File: src/hw/asrt_map.vh
`ifndef ASRT_MAP_VH
`define ASRT_MAP_VH

// Register offsets on the three-bit register port.
`define ASRT_OFS_TX_STATUS_CONTROL 3'h0
`define ASRT_OFS_RX_STATUS_CONTROL 3'h1
`define ASRT_OFS_BAUD_DIVISOR 3'h2
`define ASRT_OFS_TX_HOLDING_BUFFER 3'h3
`define ASRT_OFS_PERIPH_FLAGS_ONE 3'h4
`define ASRT_OFS_PERIPH_ENABLES_ONE 3'h5
`define ASRT_OFS_INTERRUPT_CONTROL 3'h6

// Field positions of transmit_status_control.
`define ASRT_TX_CLOCK_SOURCE_BIT 7
`define ASRT_TX_NINE_BIT_SELECT_BIT 6
`define ASRT_TX_ENABLE_BIT 5
`define ASRT_TX_SYNC_SELECT_BIT 4
`define ASRT_TX_HIGH_SPEED_BIT 2
`define ASRT_TX_SHIFT_EMPTY_BIT 1
`define ASRT_TX_NINTH_BIT 0

// Field positions of receive_status_control.
`define ASRT_RX_PORT_ENABLE_BIT 7
`define ASRT_RX_NINE_BIT_SELECT_BIT 6
`define ASRT_RX_SINGLE_RECEIVE_BIT 5
`define ASRT_RX_CONT_RECEIVE_BIT 4
`define ASRT_RX_ADDRESS_DETECT_BIT 3

// Field positions of the flag, enable and interrupt control registers.
`define ASRT_TX_FLAG_BIT 4
`define ASRT_TX_IRQ_ENABLE_BIT 4
`define ASRT_GLOBAL_IRQ_ENABLE_BIT 7
`define ASRT_PERIPH_IRQ_ENABLE_BIT 6

// Reset values.
`define ASRT_RST_TX_STATUS_CONTROL 8'h02
`define ASRT_RST_RX_STATUS_CONTROL 8'h00
`define ASRT_RST_BAUD_DIVISOR 8'h00
`define ASRT_RST_TX_HOLDING_BUFFER 8'h00

// Last prescale counts; a baud generator step lasts this value plus one system clocks.
`define ASRT_PRESCALE_LOW_SPEED 6'h3F
`define ASRT_PRESCALE_HIGH_SPEED 6'h0F

// Frame lengths in bits, start and stop included.
`define ASRT_FRAME_BITS_EIGHT 4'hA
`define ASRT_FRAME_BITS_NINE 4'hB

`endif

File: src/hw/asrt_baud.v
`timescale 1ns/1ps
`include "asrt_map.vh"

module asrt_baud #(
  parameter DIV_W = 8
) (
  input wire clk_sys_i,
  input wire rst_i,
  input wire run_i,
  input wire restart_i,
  input wire high_speed_i,
  input wire [DIV_W-1:0] divisor_i,
  output wire tick_o
);
  reg [5:0] pre_cnt;
  reg [DIV_W-1:0] div_cnt;
  wire [5:0] pre_last;
  wire pre_end;

  assign pre_last = high_speed_i ? `ASRT_PRESCALE_HIGH_SPEED :
                    `ASRT_PRESCALE_LOW_SPEED;
  assign pre_end = (pre_cnt == pre_last);
  // One tick every (divisor + 1) prescaled steps of the system clock.
  assign tick_o = run_i & ~restart_i & pre_end & (div_cnt == {DIV_W{1'b0}});

  always @(posedge clk_sys_i) begin
    if (rst_i || restart_i || !run_i) begin
      pre_cnt <= 6'h00;
      div_cnt <= divisor_i;
    end else if (pre_end) begin
      pre_cnt <= 6'h00;
      if (div_cnt == {DIV_W{1'b0}}) begin
        div_cnt <= divisor_i;
      end else begin
        div_cnt <= div_cnt - {{(DIV_W-1){1'b0}}, 1'b1};
      end
    end else begin
      pre_cnt <= pre_cnt + 6'h01;
    end
  end
endmodule

File: src/hw/asrt_top.v
// Overview of operation
// - Idle line rests at mark, NRZ levels.
// - Frame: start, eight or nine data, stop.
// - Start bit space, stop bits mark.
// - Every bit lasts exactly one baud period.
// - Baud from 8-bit divisor generator.
// - Data bits sent least significant first.
// - Receiver not built; baud serves transmit alone.
// - No hardware parity; ninth bit carries it.
// - Active only when enabled, async, port on.
// - Port enable forces transmit pin output.
// - Port enable forces receive pin input.
// - Setting transmit enable raises empty flag.
// - Buffer write starts; idle shifter loads immediately.
// - Busy shifter: load right after stop bit.
// - Empty flag set unless character queued.
// - Empty flag valid from second cycle on.
// - Flag needs all three transmit enables; interrupt also needs its three.
// - Shift-empty clears on load, sets after shifting.
// - Nine-bit mode sends stored ninth bit last.
`timescale 1ns/1ps
`include "asrt_map.vh"

module asrt_top #(
  parameter DIV_W = 8,
  parameter DATA_W = 8
) (
  input wire CLK_SYS_I,
  input wire RST_I,
  input wire [2:0] ADDR_I,
  input wire [7:0] WDATA_I,
  input wire WR_I,
  input wire RD_I,
  output reg [7:0] RDATA_O,
  input wire TX_PIN_I,
  output wire TX_PIN_O,
  output wire TX_PIN_OE_O,
  input wire TX_PORT_LATCH_I,
  input wire TX_PORT_DIR_IN_I,
  input wire RX_PIN_I,
  output wire RX_PIN_O,
  output wire RX_PIN_OE_O,
  input wire RX_PORT_LATCH_I,
  input wire RX_PORT_DIR_IN_I,
  output reg [1:0] PIN_LEVEL_O,
  output wire IRQ_O
);
  // Two states suffice: the bit counter tracks the place in the frame.
  localparam ST_IDLE = 1'b0;
  localparam ST_SHIFT = 1'b1;

  // Software-written control bits. The receive-side bits are only stored
  // and read back, so software sees a complete register image.
  reg clock_source;
  reg nine_bit_transmit_select;
  reg transmit_enable;
  reg sync_select;
  reg baud_high_speed_select;
  reg transmit_ninth_bit;
  reg serial_port_enable;
  reg rx_nine_bit_select;
  reg rx_single_receive;
  reg rx_cont_receive;
  reg rx_address_detect;
  reg [DIV_W-1:0] baud_divisor;
  reg [DATA_W-1:0] transmit_holding_buffer;
  reg transmit_interrupt_enable;
  reg global_interrupt_enable;
  reg peripheral_interrupt_enable;

  // Transmit path state. The shifter holds a whole frame, start bit in
  // bit zero, and fills with ones from the top, so the line shows mark
  // once the last bit of a frame has gone.
  reg holding_full;
  reg holding_ninth;
  reg state;
  reg next_state;
  reg [DATA_W+2:0] transmit_shift_register;
  reg [DATA_W+2:0] next_shift;
  reg [3:0] bits_left;
  reg [3:0] next_bits_left;
  reg load_from_holding;
  reg baud_restart;

  wire tx_active;
  wire baud_tick;
  wire shift_register_empty;
  wire transmit_buffer_empty_flag;
  wire wr_holding;
  wire [7:0] tx_status_read;
  wire [7:0] rx_status_read;

  // Builds a whole frame for the shifter, start bit in bit zero.
  function [DATA_W+2:0] frame_of;
    input [DATA_W-1:0] data;
    input ninth;
    input nine_sel;
    begin
      frame_of = {1'b1, nine_sel ? ninth : 1'b1, data, 1'b0};
    end
  endfunction

  // Number of bit periods a frame occupies on the line.
  function [3:0] frame_len;
    input nine_sel;
    begin
      frame_len = nine_sel ? `ASRT_FRAME_BITS_NINE : `ASRT_FRAME_BITS_EIGHT;
    end
  endfunction

  // All transmit actions, the empty flag included, need all three
  // enables; dropping any one of them aborts a frame at once.
  assign tx_active = transmit_enable & ~sync_select &
                     serial_port_enable;
  assign wr_holding = WR_I & (ADDR_I == `ASRT_OFS_TX_HOLDING_BUFFER);

  // The receiver is not built here; its control bits are only held and
  // read back, and this one baud generator serves the transmitter alone.
  asrt_baud #(
    .DIV_W(DIV_W)
  ) u_baud (
    .clk_sys_i(CLK_SYS_I),
    .rst_i(RST_I),
    .run_i(tx_active),
    .restart_i(baud_restart),
    .high_speed_i(baud_high_speed_select),
    .divisor_i(baud_divisor),
    .tick_o(baud_tick)
  );

  // Register writes. The read-only bits, shifter-empty status and the
  // empty flag, have no write path, so software cannot disturb them.
  always @(posedge CLK_SYS_I) begin
    if (RST_I) begin
      clock_source <= 1'b0;
      nine_bit_transmit_select <= 1'b0;
      transmit_enable <= 1'b0;
      sync_select <= 1'b0;
      baud_high_speed_select <= 1'b0;
      transmit_ninth_bit <= 1'b0;
      serial_port_enable <= 1'b0;
      rx_nine_bit_select <= 1'b0;
      rx_single_receive <= 1'b0;
      rx_cont_receive <= 1'b0;
      rx_address_detect <= 1'b0;
      baud_divisor <= `ASRT_RST_BAUD_DIVISOR;
      transmit_holding_buffer <= `ASRT_RST_TX_HOLDING_BUFFER;
      transmit_interrupt_enable <= 1'b0;
      global_interrupt_enable <= 1'b0;
      peripheral_interrupt_enable <= 1'b0;
    end else if (WR_I) begin
      case (ADDR_I)
        `ASRT_OFS_TX_STATUS_CONTROL: begin
          clock_source <= WDATA_I[`ASRT_TX_CLOCK_SOURCE_BIT];
          nine_bit_transmit_select <= WDATA_I[`ASRT_TX_NINE_BIT_SELECT_BIT];
          transmit_enable <= WDATA_I[`ASRT_TX_ENABLE_BIT];
          sync_select <= WDATA_I[`ASRT_TX_SYNC_SELECT_BIT];
          baud_high_speed_select <= WDATA_I[`ASRT_TX_HIGH_SPEED_BIT];
          transmit_ninth_bit <= WDATA_I[`ASRT_TX_NINTH_BIT];
        end
        `ASRT_OFS_RX_STATUS_CONTROL: begin
          serial_port_enable <= WDATA_I[`ASRT_RX_PORT_ENABLE_BIT];
          rx_nine_bit_select <= WDATA_I[`ASRT_RX_NINE_BIT_SELECT_BIT];
          rx_single_receive <= WDATA_I[`ASRT_RX_SINGLE_RECEIVE_BIT];
          rx_cont_receive <= WDATA_I[`ASRT_RX_CONT_RECEIVE_BIT];
          rx_address_detect <= WDATA_I[`ASRT_RX_ADDRESS_DETECT_BIT];
        end
        `ASRT_OFS_BAUD_DIVISOR: begin
          baud_divisor <= WDATA_I[DIV_W-1:0];
        end
        `ASRT_OFS_TX_HOLDING_BUFFER: begin
          transmit_holding_buffer <= WDATA_I[DATA_W-1:0];
        end
        `ASRT_OFS_PERIPH_ENABLES_ONE: begin
          transmit_interrupt_enable <= WDATA_I[`ASRT_TX_IRQ_ENABLE_BIT];
        end
        `ASRT_OFS_INTERRUPT_CONTROL: begin
          global_interrupt_enable <= WDATA_I[`ASRT_GLOBAL_IRQ_ENABLE_BIT];
          peripheral_interrupt_enable <= WDATA_I[`ASRT_PERIPH_IRQ_ENABLE_BIT];
        end
        default: begin
        end
      endcase
    end
  end

  // Shifter sequencing. The next frame is taken on the very tick that
  // ends the stop bit, so back-to-back frames leave no gap on the line.
  always @* begin
    next_state = state;
    next_shift = transmit_shift_register;
    next_bits_left = bits_left;
    load_from_holding = 1'b0;
    baud_restart = 1'b0;
    case (state)
      ST_IDLE: begin
        next_shift = {(DATA_W+3){1'b1}};
        if (tx_active && holding_full) begin
          load_from_holding = 1'b1;
          // Restart the divider so the start bit gets a full period.
          baud_restart = 1'b1;
          next_state = ST_SHIFT;
        end
      end
      ST_SHIFT: begin
        if (baud_tick) begin
          // The last counted bit is the stop bit; its end is the only
          // point at which a queued character may move in.
          if (bits_left == 4'h1) begin
            if (holding_full) begin
              load_from_holding = 1'b1;
            end else begin
              next_state = ST_IDLE;
              next_shift = {(DATA_W+3){1'b1}};
            end
          end else begin
            next_shift = {1'b1, transmit_shift_register[DATA_W+2:1]};
            next_bits_left = bits_left - 4'h1;
          end
        end
      end
      default: begin
        next_state = ST_IDLE;
      end
    endcase
    if (load_from_holding) begin
      next_shift = frame_of(transmit_holding_buffer, holding_ninth,
                            nine_bit_transmit_select);
      next_bits_left = frame_len(nine_bit_transmit_select);
    end
    // Losing an enable overrides everything above and drops the frame.
    if (!tx_active) begin
      next_state = ST_IDLE;
      next_shift = {(DATA_W+3){1'b1}};
    end
  end

  always @(posedge CLK_SYS_I) begin
    if (RST_I) begin
      state <= ST_IDLE;
      transmit_shift_register <= {(DATA_W+3){1'b1}};
      bits_left <= 4'h0;
    end else begin
      state <= next_state;
      transmit_shift_register <= next_shift;
      bits_left <= next_bits_left;
    end
  end

  // Holding buffer occupancy. A write in the same cycle as a transfer
  // keeps the buffer full, so no character is lost. Disabling the
  // transmitter flushes it; nothing is queued while disabled. A second
  // write while a character waits replaces it, so software should
  // watch the empty flag before writing.
  always @(posedge CLK_SYS_I) begin
    if (RST_I) begin
      holding_full <= 1'b0;
      holding_ninth <= 1'b0;
    end else if (!tx_active) begin
      holding_full <= 1'b0;
    end else if (wr_holding) begin
      holding_full <= 1'b1;
      holding_ninth <= transmit_ninth_bit;
    end else if (load_from_holding) begin
      holding_full <= 1'b0;
    end
  end

  // The empty flag follows buffer state and the three enables, and is never written by
  // software. It settles one cycle after the buffer write, and dips for
  // one cycle when an idle shifter takes the character at once, so a
  // poll straight after a write may read a stale value.
  assign transmit_buffer_empty_flag = tx_active &
                                      ~holding_full;
  assign shift_register_empty = (state == ST_IDLE);
  // The request is a level: it stays up while the buffer is empty and
  // all three enables are set, so software must clear an enable to stop.
  assign IRQ_O = transmit_buffer_empty_flag & transmit_interrupt_enable &
                 peripheral_interrupt_enable &
                 global_interrupt_enable;

  // Pin steering. The port latch reaches a pin only while the serial
  // port is off; the direction input is active high for input.
  // A set direction bit does not stop the port enable driving the pin.
  assign TX_PIN_O = serial_port_enable ? transmit_shift_register[0] :
                    TX_PORT_LATCH_I;
  assign TX_PIN_OE_O = serial_port_enable | ~TX_PORT_DIR_IN_I;
  assign RX_PIN_O = RX_PORT_LATCH_I;
  assign RX_PIN_OE_O = ~serial_port_enable & ~RX_PORT_DIR_IN_I;

  // Pin levels stay readable in every mode.
  always @(posedge CLK_SYS_I) begin
    if (RST_I) begin
      PIN_LEVEL_O <= 2'h3;
    end else begin
      PIN_LEVEL_O <= {RX_PIN_I, TX_PIN_I};
    end
  end

  // Register reads. Parity has no bit anywhere; software computes it
  // and places it in the ninth data bit.
  // Unmapped offsets and the write-only holding buffer read as zero.
  assign tx_status_read = {clock_source, nine_bit_transmit_select,
                           transmit_enable, sync_select, 1'b0,
                           baud_high_speed_select, shift_register_empty,
                           transmit_ninth_bit};
  assign rx_status_read = {serial_port_enable, rx_nine_bit_select,
                           rx_single_receive, rx_cont_receive,
                           rx_address_detect, 3'h0};

  always @(posedge CLK_SYS_I) begin
    if (RST_I) begin
      RDATA_O <= 8'h00;
    end else if (RD_I) begin
      case (ADDR_I)
        `ASRT_OFS_TX_STATUS_CONTROL: begin
          RDATA_O <= tx_status_read;
        end
        `ASRT_OFS_RX_STATUS_CONTROL: begin
          RDATA_O <= rx_status_read;
        end
        `ASRT_OFS_BAUD_DIVISOR: begin
          RDATA_O <= baud_divisor;
        end
        `ASRT_OFS_PERIPH_FLAGS_ONE: begin
          RDATA_O <= {3'h0, transmit_buffer_empty_flag, 4'h0};
        end
        `ASRT_OFS_PERIPH_ENABLES_ONE: begin
          RDATA_O <= {3'h0, transmit_interrupt_enable, 4'h0};
        end
        `ASRT_OFS_INTERRUPT_CONTROL: begin
          RDATA_O <= {global_interrupt_enable,
                      peripheral_interrupt_enable, 6'h00};
        end
        default: begin
          RDATA_O <= 8'h00;
        end
      endcase
    end else begin
      // Read data stand for one cycle only; idle cycles return zero.
      RDATA_O <= 8'h00;
    end
  end
endmodule

File: config.mk
export PLATFORM = sky130hd
export DESIGN_NAME = asrt_top
export DESIGN_NICKNAME = d
export VERILOG_FILES = /design/src/hw/asrt_baud.v /design/src/hw/asrt_top.v
export VERILOG_INCLUDE_DIRS = /design/src /design/src/hw
export SDC_FILE = /design/constraint.sdc
export NUM_CORES = 1
export LEC_CHECK = 0
export ABC_AREA = 1
export BUFFER_PORTS_ARGS = -buffer_cell sky130_fd_sc_hd__buf_2
export CORE_AREA = 2 2 89 91
export DETAILED_ROUTE_END_ITERATION = 7
export DIE_AREA = 0 0 91 93
export PLACE_DENSITY = 0.68
export SKIP_CTS_REPAIR_TIMING = 1
export SLEW_MARGIN = 20
export SYNTH_ARGS = -nofsm -noshare
export SYNTH_HDL_FRONTEND = slang
export SYNTH_HIERARCHICAL = 1
export SYNTH_SLANG_ARGS = --single-unit
File: constraint.sdc
create_clock -name CLK_SYS_I -period 3.9 [get_ports CLK_SYS_I]
set_input_delay 0.195 -clock CLK_SYS_I [delete_from_list [all_inputs] [get_ports CLK_SYS_I]]
set_output_delay 0.195 -clock CLK_SYS_I [all_outputs]
set_load 0.01 [all_outputs]
==> reports/qor.csv <==
metric;value;unit
Die Ht;93;µm
Final setup viols;0;
Starting Density;0.4420;
Ys Warns;6;
number of global-route vias before repair;2758;
Final Max Tran Viols;0;
post-synthesis sequential area ratio;0.4513;
GRT Total Usage;0.1898;
Post-synth EDFFs;8;
final-report hold violation count;0;
Clock Skew;0.01040;ns
footprint of the multi-input gates;1554;µm²
data required time at the worst endpoint;4.14;ns
outcome;finished, final reports clean;
final worst path period need;2.157;ns
WL/cell;12.93;µm
H-tree depth;3;
fillcell total;759;
Unique masters post-synth;33;
Sink Count;71;
die area;8463;µm²
Crit. End Element;flip-flop;
CTS buffer count;9;
first-pass GRT wire length;12790;µm
fin nets;504;
Worst VDD drop;260.7;µV
storage element area;1501;µm²
Skew-Pair Late Insertion Delay;0.35;ns
MaxCap Viol Count;0;
Mapped Area;3327;µm²
worst min path class;input port to flip-flop;
FMAX;463.5;MHz
register bit count reported by yosys;71;
# rows;32;
period utilization;0.5531;
Clk Tree Root Cell;clkbuf_8;
Core Box Area;7527;µm²
First DRT Iteration DRCs;152;
asr flop ratio synth;0;
1st-pass router iterations;5;
routed vias;2910;
final WL;7566;µm
worst-margin pin slew;0.8123;ns
TNS Setup;0;ns
ANT cells;0;
Via density;4.974;
Reg clk slew, reported paths;0.08;ns
share of cells above drive strength 1;0.1905;
IO Pins;36;
crit start category;flip-flop;
Fin Hold WS;0.02484;ns
HPWL Detailed;5451;µm
relative slew slack;0.4579;
CTS tree;done;
number of routed nets with antenna violations;0;
pin count of the biggest net entering global routing;30;
die width;91;µm
DRC;0;
area grow syn2layout;12.67;%
gr ovfl total;0;
Cells after Synth;446;
global placer's final weighted congestion;0.8201;
Buffers on Ports;33;
critical path type;flip-flop to flip-flop;
RSZ-0062 raised after global routing;no;
leak pwr;0.001555;µW
Synth Net Count;472;
Post-synth top flop;dfxtp_1;
Synth Area per Inst;7.460;µm²
crit path DAT;2.39;ns
worst-case clock buffer depth;2;
pwr dens;400.1;nW/µm²
Worst Path Max Fanout;14;
initial antenna violation count;0;
## through the flow
step	instance area, µm²	worst slack (ns)	power (µW)	utilization	std cells
finish	3749	1.743	1500	0.4980	585
global route	3749	1.601	1559	0.4980	585
CTS	3749	1.746	1512	0.4980	585
detailed placement	3532	1.763	886.6	0.4692	569
global placement	3532	1.792	884.3	0.4692	569
floorplan	3327	1.902	850.3	-	446
## final timing paths
kind / from / endpoint / slack, ns / cells after the start
setup reg to reg: u_baud/div_cnt[0] / transmit_shift_register[3] / 1.74 / 11
hold reg to reg: rx_single_receive / rx_single_receive / 0.46 / 2
setup / recovery: u_baud/div_cnt[0] / transmit_shift_register[3] / 1.74 / 11
hold / removal: TX_PIN_I / PIN_LEVEL_O[0] / 0.02 / 2
## cells in the final DEF (no fill, tap or decap)
| cell | instances |
|---|---|
| nor2_4 | 2 |
| inv_2 | 9 |
| nor3_4 | 1 |
| clkbuf_8 | 10 |
| o21ai_1 | 10 |
| o21ai_0 | 32 |
| nand3_1 | 21 |
| clkinv_4 | 1 |
| bufinv_16 | 1 |
| xnor2_1 | 2 |
| or2_2 | 3 |
| nand2_4 | 3 |
| o221ai_1 | 1 |
| xor2_1 | 5 |
| a31oi_1 | 1 |
| ha_1 | 5 |
| clkbuf_16 | 1 |
| nor3_1 | 1 |
| edfxtp_1 | 8 |
| dfxtp_1 | 63 |
| o21ai_2 | 4 |
| nand2_2 | 7 |
| nand4_1 | 6 |
| inv_1 | 39 |
| nor2_2 | 13 |
| nand2_1 | 80 |
| nor2_1 | 72 |
| clkinv_2 | 3 |
| nand3b_1 | 1 |
| a21oi_1 | 41 |
| o22ai_1 | 2 |
| buf_2 | 33 |
| clkinv_1 | 1 |
| nand3_2 | 1 |
## layout make-up
class                           count  area share
Tap cell                          102     0.03405
Multi-Input combinational cell    314      0.4146
Clock inverter                      5     0.01435
Inverter                           49     0.04907
Clock buffer                       11     0.04339
Sequential cell                    71      0.4005
Timing Repair Buffer               33     0.04406
## kinds of logic (layout without fill, tap and decap cells)
group                    Yosys count  in the layout  synth area share
AO/OA/AOI/OAI                     91             91            0.1437
XOR/XNOR                           7              7           0.01843
adder cells (fa/ha/maj)            5              5           0.01880
buffers and inverters             61             98           0.08161
flip-flops                        71             71            0.4513
AND/OR/NAND/NOR                  211            211            0.2862
## state kept, by name, summed over array words and instances, names as in the netlist, 2 cells and up
name,count
u_baud/div_cnt,8
RDATA_O,8
transmit_shift_register,10
u_baud/pre_cnt,6
transmit_holding_buffer,8
PIN_LEVEL_O,2
bits_left,4
baud_divisor,8
## per-layer routing
layer	vias to the layer above	global-route usage	wire, µm
li1	1505	-	-
met1	1331	0.2370	3465
met2	66	0.3259	3683
met3	8	0.03384	296
met4	0	0.07576	120
met5	-	0	0
## where the power goes
| group | total [µW] | internal (µW) | switching, µW | leakage [µW] |
|---|---|---|---|---|
| Sequential | 763 | 752 | 11.1 | 0.000608 |
| Combinational | 107 | 37.9 | 69.2 | 0.000833 |
| Clock | 630 | 349 | 280 | 0.000114 |
## critical path: stages (launching register included)
cell      delay, ns
edfxtp_1       0.42
inv_1          0.15
ha_1           0.18
inv_1          0.07
nor3_4         0.11
nand2_2        0.08
nor3_1         0.37
nand3_1        0.21
nor2_4         0.16
nor2_4         0.09
o21ai_1        0.13
nand2_1        0.06
## Yosys cell counts (6+ instances only)
cell type   n  area (µm²)
nor2_2     13       81.33
nand2_2     7       43.79
nand4_1     6       37.54
inv_1      39       146.4
nand3_1    21       105.1
a21oi_1    41       205.2
nor2_1     72       270.3
o21ai_0    32       160.2
inv_2       9       33.78
dfxtp_1    63        1261
edfxtp_1    8       240.2
nand2_1    80       300.3
o21ai_1    10       50.05
Note: power is estimated with default switching activity, not from simulation.
